$ cat src/core/slsl_pkg.sv
// Purpose: Shared constants for the serial link setup and latency block.
// Assumes: APB byte addressing, 32-bit data, control registers in the low byte.
// Notes:   Offsets are indices; byte address is four times the index.
package slsl_pkg;

    // ----------------------------------------------------------------
    // Register map
    // ----------------------------------------------------------------
    localparam logic [11:0] IDX_LINE_RATE_BAND_SELECT = 12'h56E;
    localparam logic [11:0] IDX_LINK_QUICK_SETUP      = 12'h570;
    localparam logic [11:0] IDX_LINK_MODE_CTRL        = 12'h571;
    localparam logic [11:0] IDX_LINK_PARAMS_STATUS    = 12'h572;
    localparam logic [11:0] IDX_LINK_LATENCY_STATUS   = 12'h573;
    localparam logic [11:0] IDX_LINK_CONTROL          = 12'h574;
    localparam logic [11:0] IDX_MULTIFRAME_SIZE       = 12'h575;

    localparam logic [7:0] RST_LINE_RATE_BAND = 8'h00;
    localparam logic [7:0] RST_QUICK_SETUP    = 8'h00;
    localparam logic [7:0] RST_MODE_CTRL      = 8'h00;
    localparam logic [7:0] RST_LINK_CONTROL   = 8'h00;
    localparam logic [7:0] RST_MULTIFRAME     = 8'h20;

    // Mode control fields
    localparam int MODE_DEC_LSB = 0;
    localparam int MODE_CPLX_BIT = 4;
    // Link control fields
    localparam int CTRL_PDN_BIT = 0;
    localparam int CTRL_CS_BIT  = 1;

    // ----------------------------------------------------------------
    // Decimation settings
    // ----------------------------------------------------------------
    typedef enum logic [2:0] {
        SLSL_DEC_FULL = 3'h0,
        SLSL_DEC_1    = 3'h1,
        SLSL_DEC_2    = 3'h2,
        SLSL_DEC_4    = 3'h3,
        SLSL_DEC_8    = 3'h4,
        SLSL_DEC_16   = 3'h5
    } slsl_dec_t;

    // Ratio M/L index: 0.5,1,2,4,8
    localparam int RATIO_COUNT = 5;

    // Fixed transport fields for 8-bit words
    localparam logic [4:0] SAMPLE_WORD_WIDTH = 5'h08;
    localparam logic [4:0] RES_MIN           = 5'h07;
    localparam logic [4:0] RES_MAX           = 5'h08;
    localparam logic [1:0] CS_MAX            = 2'h1;
    localparam logic       HD_VALUE          = 1'b0;

    // Lane rate multiples of output rate
    localparam logic [4:0] RATE_M1_L1 = 5'h0A;
    localparam logic [4:0] RATE_M1_L2 = 5'h05;
    localparam logic [4:0] RATE_M2_L1 = 5'h14;
    localparam logic [4:0] RATE_M2_L2 = 5'h0A;

    // Converter plus filter latency
    localparam logic [9:0] LAT_CONV_FULL = 10'h01F;
    localparam logic [9:0] LAT_CONV_D1   = 10'h05E;
    localparam logic [9:0] LAT_CONV_D2   = 10'h0A2;
    localparam logic [9:0] LAT_CONV_D4   = 10'h124;
    localparam logic [9:0] LAT_CONV_D8   = 10'h224;

    // Multiframe bounds
    localparam logic [5:0] K_MAX = 6'h20;
    localparam logic [5:0] K_MIN_F1 = 6'h14;
    localparam logic [5:0] K_MIN_F2 = 6'h0C;
    localparam logic [5:0] K_MIN_F4 = 6'h08;
    localparam logic [5:0] K_MIN_F8 = 6'h04;

endpackage

$ cat src/core/slsl_top.sv
// Purpose: APB register block for link quick setup and latency reporting.
// Assumes: pclk at 40 MHz; APB3 master; 8-bit sample words only.
// Notes:   Zero-wait-state slave; status is registered from the config.
//
// How it works
// - Quick codes 0x00,0x01,0x40,0x41,0x42 decode to the one-converter L,F,S sets.
// - Quick codes 0x09,0x48,0x49 decode to the two-converter sets with M equal to converters.
// - All sets report high density off, word width 8, resolution 7 to 8 and up to 1 control bit.
// - Lane rate multiple is 10 or 5 for one converter and 20 or 10 for two, by lane count.
// - Total latency is converter latency plus link latency, fixed by mode and link setup.
// - Converter latency is 31, 94, 162, 292 or 548 clocks by filter depth.
// - Full bandwidth link latency is 25,14,7,4,2 over ratios 0.5 to 8.
// - Decimate-1 gives 25,14,7 with 4 and 8 unsupported; decimate-2 gives 46,27,14,7.
// - Decimate-4, -8 and -16 give the 88, 172 and 339 latency rows.
// - Link latency depends only on mode and ratio, not on real or complex data.
// - Lane rate is M times 8 times 10/8 times output rate over L.
`timescale 1ns/1ps
module slsl_top (
    input  wire logic        pclk,
    input  wire logic        presetn,
    input  wire logic        psel,
    input  wire logic        penable,
    input  wire logic        pwrite,
    input  wire logic [15:0] paddr,
    input  wire logic [31:0] pwdata,
    output logic [31:0]      prdata,
    output logic             pready,
    output logic             pslverr,
    output logic             link_enable,
    output logic [9:0]       total_latency,
    output logic             config_ok
);

    // ----------------------------------------------------------------
    // Register state
    // ----------------------------------------------------------------
    logic [7:0]  line_rate_band_select;
    logic [7:0]  link_quick_setup;
    logic [7:0]  link_mode_ctrl;
    logic [7:0]  link_control;
    logic [7:0]  multiframe_size;
    logic [7:0]  next_line_rate_band_select;
    logic [7:0]  next_link_quick_setup;
    logic [7:0]  next_link_mode_ctrl;
    logic [7:0]  next_link_control;
    logic [7:0]  next_multiframe_size;
    logic [31:0] next_prdata;

    logic        wr_en;
    logic [11:0] word_idx;
    logic        addr_hit;
    logic        link_down;

    assign word_idx  = paddr[13:2];
    assign wr_en     = psel && penable && pwrite;
    assign pready    = 1'b1;
    assign link_down = link_control[slsl_pkg::CTRL_PDN_BIT];

    // ----------------------------------------------------------------
    // Decoders
    // ----------------------------------------------------------------
    logic        code_valid;
    logic [1:0]  lanes;
    logic [1:0]  converters;
    logic [4:0]  octets;
    logic [3:0]  samples;
    logic [4:0]  rate_mult;
    logic [2:0]  ratio_idx;
    logic [9:0]  conv_latency;
    logic [9:0]  link_latency;
    logic        mode_valid;
    logic        k_valid;
    logic [5:0]  k_val;
    logic [5:0]  k_min;

    slsl_link_table u_link (
        .quick_code (link_quick_setup),
        .code_valid (code_valid),
        .lanes      (lanes),
        .converters (converters),
        .octets     (octets),
        .samples    (samples),
        .rate_mult  (rate_mult),
        .ratio_idx  (ratio_idx)
    );

    slsl_latency_table u_lat (
        .dec_mode     (link_mode_ctrl[slsl_pkg::MODE_DEC_LSB +: 3]),
        .complex_out  (link_mode_ctrl[slsl_pkg::MODE_CPLX_BIT]),
        .ratio_idx    (ratio_idx),
        .conv_latency (conv_latency),
        .link_latency (link_latency),
        .mode_valid   (mode_valid)
    );

    // ----------------------------------------------------------------
    // Multiframe check
    // ----------------------------------------------------------------
    always_comb begin
        k_val = multiframe_size[5:0];
        case (octets)
            5'h01:   k_min = slsl_pkg::K_MIN_F1;
            5'h02:   k_min = slsl_pkg::K_MIN_F2;
            5'h04:   k_min = slsl_pkg::K_MIN_F4;
            5'h08:   k_min = slsl_pkg::K_MIN_F8;
            5'h10:   k_min = slsl_pkg::K_MIN_F8;
            default: k_min = slsl_pkg::K_MAX;
        endcase
        k_valid = (k_val[1:0] == 2'b00) && (k_val >= k_min) && (k_val <= slsl_pkg::K_MAX);
    end

    // ----------------------------------------------------------------
    // Register writes
    // ----------------------------------------------------------------
    always_comb begin
        next_line_rate_band_select = line_rate_band_select;
        next_link_quick_setup      = link_quick_setup;
        next_link_mode_ctrl        = link_mode_ctrl;
        next_link_control          = link_control;
        next_multiframe_size       = multiframe_size;
        if (wr_en) begin
            case (word_idx)
                slsl_pkg::IDX_LINE_RATE_BAND_SELECT: next_line_rate_band_select = pwdata[7:0];
                slsl_pkg::IDX_LINK_QUICK_SETUP:      next_link_quick_setup      = pwdata[7:0];
                slsl_pkg::IDX_LINK_MODE_CTRL:        next_link_mode_ctrl        = {3'h0, pwdata[4:0]};
                slsl_pkg::IDX_LINK_CONTROL:          next_link_control          = {6'h00, pwdata[1:0]};
                slsl_pkg::IDX_MULTIFRAME_SIZE:       next_multiframe_size       = {2'h0, pwdata[5:0]};
                default: begin
                    next_link_control = link_control;
                end
            endcase
        end
    end

    // ----------------------------------------------------------------
    // Read mux and error answer
    // ----------------------------------------------------------------
    always_comb begin
        addr_hit    = 1'b1;
        next_prdata = 32'h0000_0000;
        case (word_idx)
            slsl_pkg::IDX_LINE_RATE_BAND_SELECT: next_prdata = {24'h0, line_rate_band_select};
            slsl_pkg::IDX_LINK_QUICK_SETUP:      next_prdata = {24'h0, link_quick_setup};
            slsl_pkg::IDX_LINK_MODE_CTRL:        next_prdata = {24'h0, link_mode_ctrl};
            slsl_pkg::IDX_LINK_CONTROL:          next_prdata = {24'h0, link_control};
            slsl_pkg::IDX_MULTIFRAME_SIZE:       next_prdata = {24'h0, multiframe_size};
            // Transport fields fixed for 8-bit words
            // Narrow slices keep the status word at 32 bits
            slsl_pkg::IDX_LINK_PARAMS_STATUS: next_prdata = {
                slsl_pkg::HD_VALUE, slsl_pkg::CS_MAX[0], slsl_pkg::RES_MAX[3:0],
                slsl_pkg::RES_MIN[3:0], slsl_pkg::SAMPLE_WORD_WIDTH, rate_mult,
                samples, octets[3:0], converters, lanes};
            slsl_pkg::IDX_LINK_LATENCY_STATUS: next_prdata = {
                k_valid, mode_valid, code_valid, 9'h000,
                link_latency, conv_latency};
            default: begin
                addr_hit    = 1'b0;
                next_prdata = 32'h0000_0000;
            end
        endcase
    end

    // Configuration registers load on the edge that ends the access phase; reset loads the package defaults
    always_ff @(posedge pclk or negedge presetn) begin
        if (!presetn) begin
            line_rate_band_select <= slsl_pkg::RST_LINE_RATE_BAND;
            link_quick_setup      <= slsl_pkg::RST_QUICK_SETUP;
            link_mode_ctrl        <= slsl_pkg::RST_MODE_CTRL;
            link_control          <= slsl_pkg::RST_LINK_CONTROL;
            multiframe_size       <= slsl_pkg::RST_MULTIFRAME;
        end else begin
            line_rate_band_select <= next_line_rate_band_select;
            link_quick_setup      <= next_link_quick_setup;
            link_mode_ctrl        <= next_link_mode_ctrl;
            link_control          <= next_link_control;
            multiframe_size       <= next_multiframe_size;
        end
    end

    // ----------------------------------------------------------------
    // Read data path
    // ----------------------------------------------------------------
    logic [31:0] rd_word;
    logic [31:0] next_rd_word;

    // Read word formed combinationally in the setup cycle, held for access
    always_comb begin
        next_rd_word = rd_word;
        if (psel && !penable && !pwrite) begin
            next_rd_word = next_prdata;
        end
    end

    always_ff @(posedge pclk or negedge presetn) begin
        if (!presetn) begin
            rd_word <= 32'h0000_0000;
        end else begin
            rd_word <= next_rd_word;
        end
    end

    // ----------------------------------------------------------------
    // Bus answer and status outputs
    // ----------------------------------------------------------------
    logic [9:0] next_total_latency;
    logic       next_config_ok;
    logic       next_link_enable;

    always_comb begin
        next_total_latency = 10'(conv_latency + link_latency);
        next_config_ok     = code_valid && mode_valid && k_valid;
        // Link only runs while powered up and configured
        next_link_enable   = !link_down && next_config_ok;
    end

    always_ff @(posedge pclk or negedge presetn) begin
        if (!presetn) begin
            total_latency <= 10'h000;
            config_ok     <= 1'b0;
            link_enable   <= 1'b0;
        end else begin
            total_latency <= next_total_latency;
            config_ok     <= next_config_ok;
            link_enable   <= next_link_enable;
        end
    end

    // Read data stand from a flop; error is decoded in the access phase
    assign prdata = rd_word;

    always_comb begin
        pslverr = 1'b0;
        if (psel && penable) begin
            pslverr = !addr_hit;
        end
    end

endmodule

$ cat src/core/slsl_link_table.sv
// Purpose: Decode a quick code into link parameters.
// Assumes: 8-bit sample words only.
// Notes:   Unknown codes flag invalid and return zero fields.
`timescale 1ns/1ps
module slsl_link_table (
    input  wire logic [7:0] quick_code,
    output logic            code_valid,
    output logic [1:0]      lanes,
    output logic [1:0]      converters,
    output logic [4:0]      octets,
    output logic [3:0]      samples,
    output logic [4:0]      rate_mult,
    output logic [2:0]      ratio_idx
);

    always_comb begin
        code_valid = 1'b1;
        lanes      = 2'h0;
        converters = 2'h0;
        octets     = 5'h00;
        samples    = 4'h0;
        case (quick_code)
            8'h00: begin lanes = 2'h1; converters = 2'h1; octets = 5'h01; samples = 4'h1; end
            8'h01: begin lanes = 2'h1; converters = 2'h1; octets = 5'h02; samples = 4'h2; end
            8'h40: begin lanes = 2'h2; converters = 2'h1; octets = 5'h01; samples = 4'h2; end
            8'h41: begin lanes = 2'h2; converters = 2'h1; octets = 5'h02; samples = 4'h4; end
            8'h42: begin lanes = 2'h2; converters = 2'h1; octets = 5'h04; samples = 4'h8; end
            8'h09: begin lanes = 2'h1; converters = 2'h2; octets = 5'h02; samples = 4'h1; end
            8'h48: begin lanes = 2'h2; converters = 2'h2; octets = 5'h01; samples = 4'h1; end
            8'h49: begin lanes = 2'h2; converters = 2'h2; octets = 5'h02; samples = 4'h2; end
            default: begin
                code_valid = 1'b0;
            end
        endcase
    end

    // Lane rate multiple and M/L ratio follow from M and L
    always_comb begin
        rate_mult = 5'h00;
        ratio_idx = 3'h0;
        case ({converters, lanes})
            4'b0101: begin rate_mult = slsl_pkg::RATE_M1_L1; ratio_idx = 3'h1; end
            4'b0110: begin rate_mult = slsl_pkg::RATE_M1_L2; ratio_idx = 3'h0; end
            4'b1001: begin rate_mult = slsl_pkg::RATE_M2_L1; ratio_idx = 3'h2; end
            4'b1010: begin rate_mult = slsl_pkg::RATE_M2_L2; ratio_idx = 3'h1; end
            default: begin
                rate_mult = 5'h00;
                ratio_idx = 3'h0;
            end
        endcase
    end

endmodule

$ cat src/core/slsl_latency_table.sv
// Purpose: Latency lookup for converter and link stages.
// Assumes: Ratio index 0..4 stands for M/L of 0.5,1,2,4,8.
// Notes:   Unsupported pairs flag invalid and return zero link latency.
`timescale 1ns/1ps
module slsl_latency_table (
    input  wire logic [2:0] dec_mode,
    input  wire logic       complex_out,
    input  wire logic [2:0] ratio_idx,
    output logic [9:0]      conv_latency,
    output logic [9:0]      link_latency,
    output logic            mode_valid
);

    // Real dec-N and complex dec-2N share filters
    logic [2:0] filt;

    always_comb begin
        filt = dec_mode;
        if (complex_out && dec_mode != 3'h0) begin
            filt = dec_mode - 3'h1;
        end
        case (filt)
            3'h0:    conv_latency = (dec_mode == 3'h0) ? slsl_pkg::LAT_CONV_FULL : 10'h000;
            3'h1:    conv_latency = slsl_pkg::LAT_CONV_D1;
            3'h2:    conv_latency = slsl_pkg::LAT_CONV_D2;
            3'h3:    conv_latency = slsl_pkg::LAT_CONV_D4;
            3'h4:    conv_latency = slsl_pkg::LAT_CONV_D8;
            default: conv_latency = 10'h000;
        endcase
    end

    // Output data type takes no part here
    always_comb begin
        link_latency = 10'h000;
        case ({dec_mode, ratio_idx})
            {3'h0, 3'h0}: link_latency = 10'h019;
            {3'h0, 3'h1}: link_latency = 10'h00E;
            {3'h0, 3'h2}: link_latency = 10'h007;
            {3'h0, 3'h3}: link_latency = 10'h004;
            {3'h0, 3'h4}: link_latency = 10'h002;
            {3'h1, 3'h0}: link_latency = 10'h019;
            {3'h1, 3'h1}: link_latency = 10'h00E;
            {3'h1, 3'h2}: link_latency = 10'h007;
            {3'h2, 3'h0}: link_latency = 10'h02E;
            {3'h2, 3'h1}: link_latency = 10'h01B;
            {3'h2, 3'h2}: link_latency = 10'h00E;
            {3'h2, 3'h3}: link_latency = 10'h007;
            {3'h3, 3'h0}: link_latency = 10'h058;
            {3'h3, 3'h1}: link_latency = 10'h032;
            {3'h3, 3'h2}: link_latency = 10'h01B;
            {3'h3, 3'h3}: link_latency = 10'h00E;
            {3'h3, 3'h4}: link_latency = 10'h007;
            {3'h4, 3'h0}: link_latency = 10'h0AC;
            {3'h4, 3'h1}: link_latency = 10'h060;
            {3'h4, 3'h2}: link_latency = 10'h032;
            {3'h4, 3'h3}: link_latency = 10'h01B;
            {3'h4, 3'h4}: link_latency = 10'h00E;
            {3'h5, 3'h0}: link_latency = 10'h153;
            {3'h5, 3'h1}: link_latency = 10'h0BC;
            {3'h5, 3'h2}: link_latency = 10'h060;
            {3'h5, 3'h3}: link_latency = 10'h032;
            {3'h5, 3'h4}: link_latency = 10'h01B;
            default:      link_latency = 10'h000;
        endcase
        mode_valid = (link_latency != 10'h000) && (conv_latency != 10'h000);
    end

endmodule

$ cat config.mk
export PLATFORM = sky130hd
export DESIGN_NAME = slsl_top
export DESIGN_NICKNAME = d
export VERILOG_FILES = /design/src/core/slsl_pkg.sv /design/src/core/slsl_top.sv /design/src/core/slsl_link_table.sv /design/src/core/slsl_latency_table.sv
export SDC_FILE = /design/constraint.sdc
export NUM_CORES = 1
export LEC_CHECK = 0
export ABC_AREA = 1
export ABC_CLOCK_PERIOD_IN_PS = 7100
export BUFFER_PORTS_ARGS = -buffer_cell sky130_fd_sc_hd__buf_2
export CAP_MARGIN = 5
export CORE_MARGIN = 5
export CORE_UTILIZATION = 32
export CTS_CLUSTER_DIAMETER = 150
export DETAILED_ROUTE_END_ITERATION = 10
export GPL_TIMING_DRIVEN = 0
export HOLD_SLACK_MARGIN = 0.08
export PLACE_DENSITY = 0.49
export SYNTH_ARGS = -nofsm -noshare
export SYNTH_HDL_FRONTEND = slang
export SYNTH_SLANG_ARGS = --single-unit
$ cat constraint.sdc
create_clock -name pclk -period 7.1 [get_ports pclk]
set_input_delay 1.42 -clock pclk [delete_from_list [all_inputs] [get_ports pclk]]
set_output_delay 1.42 -clock pclk [all_outputs]
set_load 0.01 [all_outputs]
* Word level (Yosys, flattened, before mapping)
Memory sizes are Yosys's and may differ from the RTL's.
Cells that the tools add are included.
** Storage, ports and cells
- Register bits after elaboration :: 73
- ROM bits :: 576
- Input port bits :: 53
- Output and inout port bits :: 46
- Logic and storage cells :: 94
- Memories kept :: 1
** Operators by class
- Add/sub/neg operators :: 2
- Order comparisons :: 2
- Equal/unequal tests :: 27
- Multiplexer cells :: 14
- Reduce and logical (&&, ||, !) cells :: 39
** Memories
- (name not given) :: depth 64, bits a word 9, rd ports 1, clocked after Yosys merged registers in 0, write ports 0, line slsl_latency_table.sv:35 : case ({dec_mode, ratio_idx})
** Operators by type and width (count)
- 32-bit one-hot mux with 7 select lines :: 1
- 12-bit by 11-bit equality test with 1-bit output, second input constant :: 7
- 10-bit one-hot mux with 5 select lines :: 1
- 8-bit by 7-bit equality test with 1-bit output, second input constant :: 5
- 6-bit one-hot mux with 4 select lines :: 1
- 10-bit nonzero test :: 2
- 4-bit one-hot mux with 4 select lines :: 1
- 5-bit one-hot mux with 3 select lines :: 1
- 3-bit OR reduction :: 5
- 2-bit one-hot mux with 2 select lines :: 3
- 1-bit logical AND :: 11
- 10-bit adder :: 1
- 2-bit AND reduction :: 5
- 5-bit OR reduction :: 2
- 3-bit one-hot mux with 3 select lines :: 1
- 4-bit by 3-bit equality test with 1-bit output, second input constant :: 2
- 4-bit equality test, second input constant :: 2
- 8-bit by 1-bit equality test with 1-bit output, second input constant :: 1
- 8-bit by 4-bit equality test with 1-bit output, second input constant :: 1
- 8-bit logical NOT :: 1
- 8-bit OR reduction :: 1
- 7-bit OR reduction :: 1
- 3-bit by 2-bit equality test with 1-bit output, second input constant :: 2
- 6-bit >= comparator :: 1
- other kinds (18) :: 25

* Depth between registers and ports, before layout
Gate-level depths: netlist of run 1.
An unclocked memory read counts as a cell.
- Depth in word-level cells :: 12
- Mapped depth :: 24
- Depth with buffers taken out :: 24

* Modules after synthesis
Synthesis of run 1 repeated with hierarchy kept, for this count alone.
** Second synthesis, totals
- Cells, all modules :: 700
- Area total of the unflattened synthesis :: 4986.0 um^2
** Modules (own cells, without submodules)
- slsl_top :: instances 1, cells an instance 480, area each 3891.2 um^2, seq. area each 1627.8 um^2
- slsl_latency_table :: instances 1, cells an instance 147, area each 730.7 um^2, seq. area each 0.0 um^2
- slsl_link_table :: instances 1, cells an instance 73, area each 364.1 um^2, seq. area each 0.0 um^2

* Least setup slack after synthesis of run 1
OpenSTA, ideal clock, no wires.
- Path kind :: input to output
- From :: input paddr[9]
- To :: output pslverr
- Arrival :: 2259 ps
- Required time :: 5680 ps
- Path slack :: 3421 ps
- Stages :: 8
- Path buffers :: 0
- Path through :: inv_1 -> nand4_4 -> inv_1 -> nand3_1 -> inv_1 -> nor3_1 -> nand2_1 -> nor2_1
** On the way
- Longest elaborated chain between the ends :: 5
- Elaborated cells between the ends (all ways) :: 11
- Those cells by class :: 7 x eq/ne; 2 x mux; 2 x reduce/logical
** RTL lines
- from (decl) :: line slsl_top.sv:24 : input wire logic [15:0] paddr,
- 12-bit by 11-bit equality test with 1-bit output :: line slsl_top.sv:141 : case (word_idx)
- 7-bit OR reduction (no line) (*)
- 1-bit two-way mux (*) :: line slsl_top.sv:141
- 1-bit logical NOT (*) :: line slsl_top.sv:234 : pslverr = !addr_hit;
- 1-bit two-way mux (*) :: line slsl_top.sv:233 : if (psel && penable) begin
- to (decl) :: line slsl_top.sv:28 : output logic pslverr,
Every way passes the cells marked *; elsewhere a longest branch is shown, timed or not.

* Worst setup path in the final report of run 1
- From :: input paddr[11]
- To :: output pslverr
Same word-level chain as after synthesis.

==> flow_metrics.env, run 1 <==
export IMPL_status="completed"
export IMPL_setup_viol=0
export IMPL_ys_warn_count=0
export IMPL_clkLatencyLatePin_ps=330
export IMPL_gp_congestion=0.935
export IMPL_syn_area_per_cell_um2=7.47
export IMPL_antenna_cells=0
export IMPL_drive_above_1_share=0.201
export IMPL_final_cell_mix="nand2_1 (163), inv_1 (65), buf_2 (65)"
export IMPL_rows=42
export IMPL_clk_pin_slew_ps=50
export IMPL_crit_family="simple AND/OR/NAND/NOR gates"
export IMPL_hold_slack_ps=477
export IMPL_grt_pass1_vias=3730
export IMPL_layout_commonest_cell="nand2_1"
export IMPL_synth_cell_type_count=47
export IMPL_tritoncts="yes"
export IMPL_synth_area_um2=4240
export IMPL_timing_rr_end="total_latency[9]"
export IMPL_synth_edf_count=0
export IMPL_hold_buffers=0
export IMPL_cts_buffer_depth=2
export IMPL_ant_nets=0
export IMPL_preCtsSetupSlack_ps=2910
export IMPL_tns_ps=0
export IMPL_slew_viol_final=0
export IMPL_crit_end="pslverr"
export IMPL_routed_wl_um=12000
export IMPL_start_util=0.323
export IMPL_postCtsSetupBuffers=0
export IMPL_drt_wirelength_per_cell_um=14.5
export IMPL_htree_levels=3
export IMPL_grt_usage=0.156
export IMPL_ios=99
export IMPL_leakagePower_nw=2.72
export IMPL_die_w_um=125
export IMPL_firstDrtPassIters=5
export IMPL_peakVddDrop_uv=125
export IMPL_crit_start="paddr[11]"
export IMPL_drc=0
export IMPL_fin_ws_ps=2920
export IMPL_worst_setup_path_type="in -> out"
export IMPL_critPathRequiredTime_ps=5680
export IMPL_globalRouteOverflowTotal=0
export IMPL_synth_seq_area_share=0.378
export IMPL_use_met2=0.235
export IMPL_ys_flop_type="dfrtp_1"
export IMPL_worstPathCellList="buf_2 > nor2_1 > nand3_2 > inv_2 > nand3_1 > nand2_1 > nor3_1 > nand2_1 > nor2_1 > buf_2"
export IMPL_cts_sinks=64
export IMPL_reg2reg_depth=19
export IMPL_rrSetupSlack_ps=3390
export IMPL_crit_fanout=9
export IMPL_hpwl_um=9610
export IMPL_fillers=1436
export IMPL_grt_start_max_net_pins=65
export IMPL_cts_buffers_inserted=9
export IMPL_powerDensity_nw_per_um2=164
export IMPL_grt_pass1_wl_um=19700
export IMPL_grt_met1_usage=0.220
export IMPL_slowest_stage="nand3_1"
export IMPL_setup_worst_path_end_class="output port"
export IMPL_seq_power_share=0.440
export IMPL_sw_frac_of_total=0.219
export IMPL_post_drt_via_cell_ratio=4.70
export IMPL_layout_nets=721
export IMPL_r2r_start="link_quick_setup[7]"
export IMPL_area_growth_pct=19.8
export IMPL_grt_use_met3=0.0320
export IMPL_pwr_share_comb=0.050
export IMPL_vias=3888
export IMPL_ctsResizeCount=0
export IMPL_synth_seq_cells=64
export IMPL_rsz0062_at_grt="no"
export IMPL_core_area_um2=13100
export IMPL_fmax_mhz=239
export IMPL_min_path_type="reg -> reg"
export IMPL_finalHoldViolations=0
export IMPL_async_flop_share=1.00
export IMPL_root_buffer="clkbuf_16"
export IMPL_max_slew_margin_rel=0.455
export IMPL_port_buffer_count=63
export IMPL_period_needed_ps=4180
export IMPL_fin_skew_ps=10.8
export IMPL_start_kind="primary input"
export IMPL_path_buf_inv=3
export IMPL_fin_crit_sh=0.589
export IMPL_p_int_uw=651
export IMPL_switchingPower_uw=182
export IMPL_p_clk_frac=0.509
export IMPL_cpPeakStageDelay_ps=260
export IMPL_fin_total_pwr_uw=833
export IMPL_drv_cap=0
export IMPL_arrival_ps=2760
export IMPL_worstMarginPinSlew_ps=818
export IMPL_die_area_um2=15600
export IMPL_die_h_um=125
export IMPL_crit_cells=10
export IMPL_syn_instance_count=567
export IMPL_drt_iter0_markers=236
export IMPL_antenna_found_initial=0
export IMPL_busiest_layer="met2"
[final cells by class]
| type | instances | area (um2) | share of cell area |
|---|---|---|---|
| Inverter | 76 | 293 | 0.0577 |
| Timing Repair Buffer | 63 | 318 | 0.0626 |
| Sequential cell | 64 | 1600 | 0.316 |
| Multi-Input combinational cell | 413 | 2240 | 0.441 |
| Buffer | 19 | 124 | 0.0244 |
| Tap cell | 176 | 220 | 0.0434 |
| Clock buffer | 13 | 240 | 0.0473 |
| Clock inverter | 3 | 42.5 | 0.00838 |
[cells in the mapped netlist, types with 2 or more instances]
library cell | instances | share of area
a21oi_1 | 20 | 0.024
nand4_1 | 7 | 0.010
nand3_2 | 6 | 0.014
inv_1 | 65 | 0.058
nand2_1 | 163 | 0.14
nor3_1 | 9 | 0.011
nor2_4 | 2 | 0.0053
xor2_1 | 8 | 0.017
o21ai_1 | 12 | 0.014
buf_4 | 11 | 0.019
nor3_2 | 3 | 0.0071
inv_2 | 10 | 0.0089
clkbuf_1 | 4 | 0.0035
o21ai_0 | 38 | 0.045
nand2_2 | 4 | 0.0059
nand3_1 | 29 | 0.034
dfrtp_1 | 63 | 0.37
conb_1 | 2 | 0.0018
o211ai_1 | 5 | 0.0089
o221ai_1 | 2 | 0.0041
nor2_2 | 6 | 0.0089
nand2_4 | 2 | 0.0053
o22ai_1 | 5 | 0.0074
buf_2 | 3 | 0.0035
a22oi_1 | 2 | 0.0035
nor2_1 | 41 | 0.036
a22o_1 | 2 | 0.0041
xor2_2 | 2 | 0.0077
a31oi_1 | 3 | 0.0044
ha_1 | 21 | 0.062
[worst min path at each step]
stage / startpoint / end / slack (ps) / cells past startpoint
after floorplan: link_control[0] / link_enable / 420 / 1
after global placement: prdata[13] / prdata[13] / 460 / 1
after detailed placement: prdata[5] / prdata[5] / 470 / 2
after CTS: prdata[5] / prdata[5] / 480 / 2
after global routing: prdata[14] / prdata[14] / 490 / 2
final: prdata[5] / prdata[5] / 480 / 2
[through the flow]
step                      utilization  instance area (um2)  cells
after floorplan                     -                 4260    572
after global placement          0.365                 4790    811
after detailed placement        0.365                 4790    811
after CTS                       0.386                 5080    827
after global routing            0.386                 5080    827
final                           0.386                 5080    827
[worst register-to-register path: cells and delay by family, from the launching register on]
kind / cells / cell delay [ps]
compound gates: 6 / 1260
flops: 1 / 400
buf+inv: 2 / 240
fa+ha+maj: 2 / 580
xor+xnor: 1 / 150
simple gates: 8 / 990
[per-layer routing]
metal / part of all wire / wire [um] / up-vias
li1: - / - / 1990
met1: 0.48 / 5720 / 1733
met2: 0.43 / 5210 / 140
met3: 0.063 / 750 / 25
met4: 0.025 / 299 / 0
met5: 0 / 0 / -
[power groups by stage]
stage               combinational (mW)  clock [mW]  sequential [mW]
global placement                0.0419           0            0.373
CTS                             0.0428       0.432            0.367
detailed placement              0.0427           0            0.373
floorplan                       0.0196           0            0.374
finish                          0.0420       0.425            0.367
global route                    0.0482       0.449            0.367
[sequential cells by signal, summed over array words and instances, names as in the netlist]
name                   count
line_rate_band_select      8
link_control               2
multiframe_size            6
link_quick_setup           8
link_mode_ctrl             5
prdata                    23
config_ok                  1
link_enable                1
total_latency             10
[cell families after synthesis]
logic type                 after synthesis  share of synthesized area
and+or+nand+nor                        278                      0.301
AOI/OAI and AO/OA                       96                      0.130
buffers and inverters                   95                     0.0983
DFF                                     64                      0.378
adders and majority gates               22                     0.0667
xor gates and xnor gates                10                     0.0242
other                                    2                    0.00177
No activity file was read; power rests on OpenSTA's default activity.
==> run 2, diff against run 1 <==
Settings changed: ABC_AREA 1 to 0, ABC_CLOCK_PERIOD_IN_PS 7100 to 3500, PLACE_DENSITY 0.49 to 0.51.
Clock period 7.1 ns to 3.5 ns, I/O delays scaled along.
==> run 2 against run 1 <==
  * Largest power group unchanged
  * Worst setup slack worse by 2900 ps
  * Die area up 2.7%
  * Largest cell class unchanged
  * Critical path depth up 7
  * Clock skew down 2.0 ps
  * Cell count down 10%
  * Clock power up 92%
  * Highest routed layer unchanged
  * Hold slack worse by 28 ps
  * First-iteration DRC count up 65%
  * Routed wire length up 16%
  * Critical path type is now reg -> reg
==> flow_metrics.env, run 2 <==
export IMPL_status="completed"
export IMPL_gp_congestion=0.887
export IMPL_fmax_mhz=291
export IMPL_cts_buffer_depth=2
export IMPL_grt_start_max_net_pins=65
export IMPL_die_w_um=127
export IMPL_period_needed_ps=3440
export IMPL_start_util=0.328
export IMPL_drv_cap=0
export IMPL_drt_iter0_markers=389
export IMPL_grt_met1_usage=0.241
export IMPL_fillers=1353
export IMPL_fin_skew_ps=8.79
export IMPL_async_flop_share=1.00
export IMPL_use_met2=0.258
export IMPL_layout_nets=637
export IMPL_layout_commonest_cell="buf_2"
export IMPL_fin_cells=743
export IMPL_worst_setup_path_type="reg -> reg"
export IMPL_cts_sinks=64
export IMPL_root_buffer="clkbuf_16"
export IMPL_cpPeakStageDelay_ps=360
export IMPL_ys_warn_count=0
export IMPL_yosys_top_cells_count="dfrtp_1 (63), nand2_1 (52), nor2_1 (38), mux2_2 (31), o21ai_0 (22)"
export IMPL_ys_flop_type="dfrtp_1"
export IMPL_max_slew_margin_rel=0.437
export IMPL_rows=42
export IMPL_grt_use_met3=0.0404
export IMPL_crit_fanout=10
export IMPL_start_kind="flop"
export IMPL_worstMarginPinSlew_ps=844
export IMPL_synth_top_area_frac=0.362
export IMPL_globalRouteOverflowTotal=0
export IMPL_slowest_stage="o41a_1"
export IMPL_antenna_found_initial=0
export IMPL_reg2reg_depth=17
export IMPL_routed_wl_um=13900
export IMPL_port_buffer_count=63
export IMPL_antenna_cells=0
export IMPL_drt_wirelength_per_cell_um=18.8
export IMPL_tns_ps=0
export IMPL_drive_above_1_share=0.333
export IMPL_final_cell_mix="buf_2 (69), dfrtp_1 (61), nand2_1 (51)"
export IMPL_ant_nets=0
export IMPL_setup_worst_path_end_class="flop"
export IMPL_grt_usage=0.173
export IMPL_vias=4114
export IMPL_finalHoldViolations=0
export IMPL_die_area_um2=16100
export IMPL_synth_edf_count=0
export IMPL_switchingPower_uw=386
export IMPL_syn_instance_count=470
export IMPL_drc=0
export IMPL_die_h_um=127
export IMPL_synth_seq_cells=64
export IMPL_fin_crit_sh=0.983
export IMPL_arrival_ps=3650
export IMPL_grt_pass1_vias=3904
export IMPL_synth_area_um2=4360
export IMPL_synth_seq_area_share=0.368
export IMPL_clk_pin_slew_ps=60
export IMPL_hpwl_um=10400
export IMPL_tritoncts="yes"
export IMPL_setup_viol=0
export IMPL_htree_levels=3
export IMPL_grt_pass1_wl_um=21600
export IMPL_synthTopCellsByArea="dfrtp_1 (36%), mux2_2 (8.0%), ha_1 (6.0%)"
export IMPL_largest_reg_flops=23
export IMPL_peakVddDrop_uv=240
export IMPL_post_drt_via_cell_ratio=5.54
export IMPL_yosysTopAreaCell="dfrtp_1"
export IMPL_synth_cell_type_count=78
export IMPL_cts_buffers_inserted=9
export IMPL_synth_most_common_cell="dfrtp_1"
export IMPL_busiest_layer="met2"
export IMPL_seq_power_share=0.451
export IMPL_critPathRequiredTime_ps=3710
export IMPL_area_growth_pct=25.7
export IMPL_syn_area_per_cell_um2=9.28
export IMPL_worstPathCellList="buf_2 > nor2b_2 > nand3_2 > nor2_4 > inv_2 > ha_1 > nand2_1 > o21ai_0 > a221oi_2 > inv_1 > ha_4 > nand3_1 > o211ai_1 > o41a_1 > a21o_1 > a21oi_2 > xnor2_1"
export IMPL_rsz0062_at_grt="yes"
export IMPL_min_path_type="in -> async"
export IMPL_clkLatencyLatePin_ps=340
export IMPL_sw_frac_of_total=0.233
export IMPL_pwr_share_comb=0.057
export IMPL_core_area_um2=13300
export IMPL_slew_viol_final=0
export IMPL_firstDrtPassIters=5
export IMPL_p_clk_frac=0.492
export IMPL_powerDensity_nw_per_um2=302
export IMPL_p_int_mw=1.27
export IMPL_placedCellCount=714
export IMPL_ios=99
export IMPL_leakagePower_nw=2.63
==> run 2: final cells by class <==
class / instances / area, um2 / area share
buffer: 34 / 196 / 0.0358
clock buffer: 12 / 246 / 0.0450
clock inverter: 4 / 20.0 / 0.00365
inverter: 18 / 67.6 / 0.0123
multi-input combinational: 356 / 2690 / 0.490
sequential: 64 / 1610 / 0.293
tap: 176 / 220 / 0.0402
timing repair buffer: 79 / 439 / 0.0801
==> run 2: cells by family after synthesis <==
kind of cell / count (synthesis) / synth area share
AND/OR/NAND/NOR: 168 / 0.199
AO/OA/AOI/OAI: 116 / 0.200
multiplexers: 34 / 0.0869
adder cells (fa/ha/maj): 22 / 0.0648
other: 2 / 0.00172
flip-flops: 64 / 0.368
buffers and inverters: 55 / 0.0614
XOR/XNOR: 9 / 0.0181
==> run 2: final timing paths <==
path	startpoint	to	slack, ps
min in group pclk	prdata[18]	prdata[18]	470
max in group asynchronous	presetn	link_quick_setup[7]	2420
hold / removal	presetn	total_latency[6]	450
hold reg to reg	prdata[18]	prdata[18]	470
setup reg to reg	link_quick_setup[1]	total_latency[9]	60
setup / recovery	link_quick_setup[1]	total_latency[9]	60
==> run 2: power by group through the flow <==
stage	Combinational, mW	Clock (mW)	Sequential, mW
3_3_place_gp	0.0905	0	0.759
2_1_floorplan	0.0375	0	0.761
6_report	0.0942	0.816	0.747
3_5_place_dp	0.0919	0	0.760
5_1_grt	0.106	0.870	0.747
4_1_cts	0.0935	0.838	0.747
==> run 2: per-stage QoR <==
stage / area [um2] / setup WS, ps / util / hold slack, ps / total power [mW]
2_1_floorplan: 4380 / 51.1 / - / 404 / 0.799
3_3_place_gp: 4910 / -755 / 0.370 / 461 / 0.850
3_5_place_dp: 4920 / -765 / 0.370 / 466 / 0.851
4_1_cts: 5340 / 0.433 / 0.402 / 476 / 1.68
5_1_grt: 5480 / -99.5 / 0.412 / 523 / 1.72
6_report: 5480 / 60.7 / 0.412 / 449 / 1.66
==> run 2: layer usage <==
layer / part of all wire / wire (um)
met1: 0.46 / 6390
met2: 0.45 / 6220
met3: 0.069 / 963
met4: 0.026 / 365
met5: 0 / 0
==> run 2: timing repair <==
item                                    4_1_cts  5_1_grt
buffers inserted                              8        7
pin swaps                                     7       10
gates resized for setup                      25       19
endpoints found under the setup margin        7        4
hold buffers                                  0        0
==> run 2: worst max-delay path, delay by kind of cell (launching register included) <==
family                     cells  cell delay (ps)
AOI/OAI and AO/OA              6             1290
and+or+nand+nor                5              600
adders and majority gates      2              530
buffers and inverters          3              440
DFF                            1              350
xor gates and xnor gates       1               80
==> run 3, diff against run 2 <==
Settings changed: PLACE_DENSITY 0.51 to 0.5, SYNTH_HIERARCHICAL set to 1.
==> run 3 against run 2 <==
  * The run now ends with negative setup slack left
  * Clock power down 3.6%
  * Combinational power grew 97%
  * Synthesized cell count is 11% higher
  * Cell count increased by 9.8%
  * Clock skew fell by 2.1 ps
  * Cell area grew 13%
  * Worst setup slack got worse by 460 ps
  * Total power rose by 4.7%
  * Routed wire length is 6.8% higher
  * Critical path depth shrank 1
  * Sequential power is 2% higher
  * Sequential share of layout area is 3.0 points lower
  * Highest routed layer unchanged
==> flow_metrics.env, run 3 <==
export IMPL_period_needed_ps=3900
export IMPL_status="finished with violations"
export IMPL_critPathRequiredTime_ps=3700
export IMPL_cts_buffer_depth=2
export IMPL_layout_commonest_cell="buf_2"
export IMPL_synth_seq_cells=65
export IMPL_start_kind="flop"
export IMPL_clkLatencyLatePin_ps=330
export IMPL_worst_setup_path_type="reg -> reg"
export IMPL_grt_pass1_wl_um=24200
export IMPL_clk_pin_slew_ps=50
export IMPL_grt_pass1_vias=4412
export IMPL_htree_levels=3
export IMPL_area_growth_pct=28.6
export IMPL_synth_top_area_frac=0.332
export IMPL_drc=0
export IMPL_regArea_um2=1630
export IMPL_post_drt_via_cell_ratio=5.36
export IMPL_cts_sinks=65
export IMPL_synth_most_common_cell="dfrtp_1"
export IMPL_fin_skew_ps=6.66
export IMPL_drv_cap=0
export IMPL_largest_reg_flops=24
export IMPL_rsz0062_at_grt="yes"
export IMPL_die_area_um2=17600
export IMPL_hold_buffers=0
export IMPL_crit_fanout=6
export IMPL_cpPeakStageDelay_ps=590
export IMPL_antenna_found_initial=0
export IMPL_worstPathCellList="or4_4 > nor2_4 > and3_4 > buf_4 > inv_1 > ha_4 > nor2b_4 > a311oi_2 > a311o_1 > nand2_2 > ha_4 > a211oi_4 > o21ai_4 > a2111oi_4 > nor3_2 > xor2_1"
export IMPL_synthTopCellsByArea="dfrtp_1 (33%), mux2_2 (7.0%), ha_1 (5.5%)"
export IMPL_synth_edf_count=0
export IMPL_yosys_top_cells_count="dfrtp_1 (64), nand2_1 (54), nor2_1 (35), mux2_2 (30), nand3_1 (29)"
export IMPL_hpwl_um=11200
export IMPL_ios=99
export IMPL_hold_slack_ps=462
export IMPL_slowest_stage="or4_4"
export IMPL_powerDensity_nw_per_um2=280
export IMPL_port_buffer_count=62
export IMPL_drt_wirelength_per_cell_um=18.2
export IMPL_layout_nets=704
export IMPL_grt_start_max_net_pins=66
export IMPL_root_buffer="clkbuf_16"
export IMPL_routed_wl_um=14900
export IMPL_fillers=1469
export IMPL_multi_input_area_um2=3140
export IMPL_cpMostUsedCell="ha_4"
export IMPL_drt_iter0_markers=382
export IMPL_synth_cell_type_count=83
export IMPL_die_h_um=133
export IMPL_finalHoldViolations=0
export IMPL_max_slew_margin_rel=0.315
export IMPL_core_area_um2=14600
export IMPL_final_cell_mix="buf_2 (71), dfrtp_1 (64), nand2_1 (49)"
export IMPL_antenna_cells=0
export IMPL_ant_nets=0
export IMPL_syn_instance_count=524
export IMPL_crit_family="simple AND/OR/NAND/NOR gates"
export IMPL_fin_crit_sh=1.11
export IMPL_slew_viol_final=0
export IMPL_tritoncts="yes"
export IMPL_drive_above_1_share=0.386
export IMPL_violations="negative setup slack"
export IMPL_async_flop_share=1.00
export IMPL_fin_cells=816
export IMPL_yosysTopAreaCell="dfrtp_1"
export IMPL_path_buf_inv=2
export IMPL_gp_congestion=0.896
export IMPL_ys_warn_count=6
export IMPL_start_util=0.329
export IMPL_rows=44
export IMPL_cts_buffers_inserted=9
export IMPL_die_w_um=133
export IMPL_fmax_mhz=257
export IMPL_setup_worst_path_end_class="flop"
export IMPL_arrival_ps=4100
export IMPL_setup_viol=7
export IMPL_leakagePower_nw=2.91
export IMPL_worstMarginPinSlew_ps=1010
export IMPL_syn_area_per_cell_um2=9.19
export IMPL_placedCellCount=776
export IMPL_ys_flop_type="dfrtp_1"
export IMPL_globalRouteOverflowTotal=0
export IMPL_synth_area_um2=4820
export IMPL_peakVddDrop_uv=241
export IMPL_fin_ws_ps=-396
export IMPL_min_path_type="reg -> reg"
export IMPL_synth_seq_area_share=0.338
export IMPL_firstDrtPassIters=7
export IMPL_vias=4377
export IMPL_grt_usage=0.170
-- run 3: area by class of cell --
cell class | count | share of cell area
Inverter | 16 | 0.0107
Sequential cell | 65 | 0.263
Buffer | 46 | 0.0529
Timing Repair Buffer | 90 | 0.0893
Tap cell | 184 | 0.0372
Clock inverter | 4 | 0.00364
Multi-Input combinational cell | 401 | 0.506
Clock buffer | 10 | 0.0370
-- run 3: power by group --
| part | leakage (nW) | total (mW) | switching [mW] | internal, mW |
|---|---|---|---|---|
| Combinational | 1.90 | 0.186 | 0.107 | 0.0799 |
| Sequential | 0.884 | 0.761 | 0.00191 | 0.759 |
| Clock | 0.124 | 0.787 | 0.320 | 0.467 |
-- run 3: worst min-delay path, cell delays in order, from the launching register on --
cell	delay, ps
dfrtp_1	330
nand2_1	50
nand2_1	50
-- run 3: cell families after synthesis --
| kind of cell | after synthesis | synth area share |
|---|---|---|
| xor+xnor | 13 | 0.0236 |
| other cells | 4 | 0.00312 |
| mux | 39 | 0.0888 |
| compound gates | 113 | 0.166 |
| fa+ha+maj | 22 | 0.0587 |
| simple gates | 204 | 0.240 |
| flops | 65 | 0.338 |
| buf+inv | 64 | 0.0816 |
-- run 3: metrics by stage --
| stage | power [mW] | TNS, ps | cell area, um2 | setup WS [ps] | utilization |
|---|---|---|---|---|---|
| after global routing | 1.80 | -3730 | 6190 | -574 | 0.423 |
| after CTS | 1.74 | -3680 | 5970 | -565 | 0.408 |
| after global placement | 0.924 | -5910 | 5440 | -853 | 0.371 |
| after detailed placement | 0.926 | -6030 | 5440 | -847 | 0.372 |
| final | 1.73 | -1990 | 6190 | -396 | 0.423 |
| after floorplan | 0.865 | -579 | 4900 | -233 | - |
-- run 3: worst paths after layout --
path	from	endpoint	slack, ps	cells past startpoint
max reg2reg	link_quick_setup[4]	total_latency[7]	-400	16
max	link_quick_setup[4]	total_latency[7]	-400	16
min	prdata[17]	prdata[17]	460	2
min in group asynchronous	presetn	total_latency[5]	470	1
min reg2reg	prdata[17]	prdata[17]	460	2
max in group asynchronous	presetn	link_mode_ctrl[3]	2460	1
-- run 3: timing repair --
item                       4_1_cts  5_1_grt
setup endpoints to repair       13       15
pin swaps                       27       29
hold endpoints to repair         0        0
gates resized for setup         26       50
gates cloned                     0        0
setup buffers                   27        7
-- run 3: layer usage --
metal  routed length (um)  up-vias  global-route usage
met5                    0        -                   0
met4                  210        0              0.0381
met3                  797       20              0.0410
met2                 6740      136               0.262
met1                 7130     2128               0.241
li1                     -     2093                   -
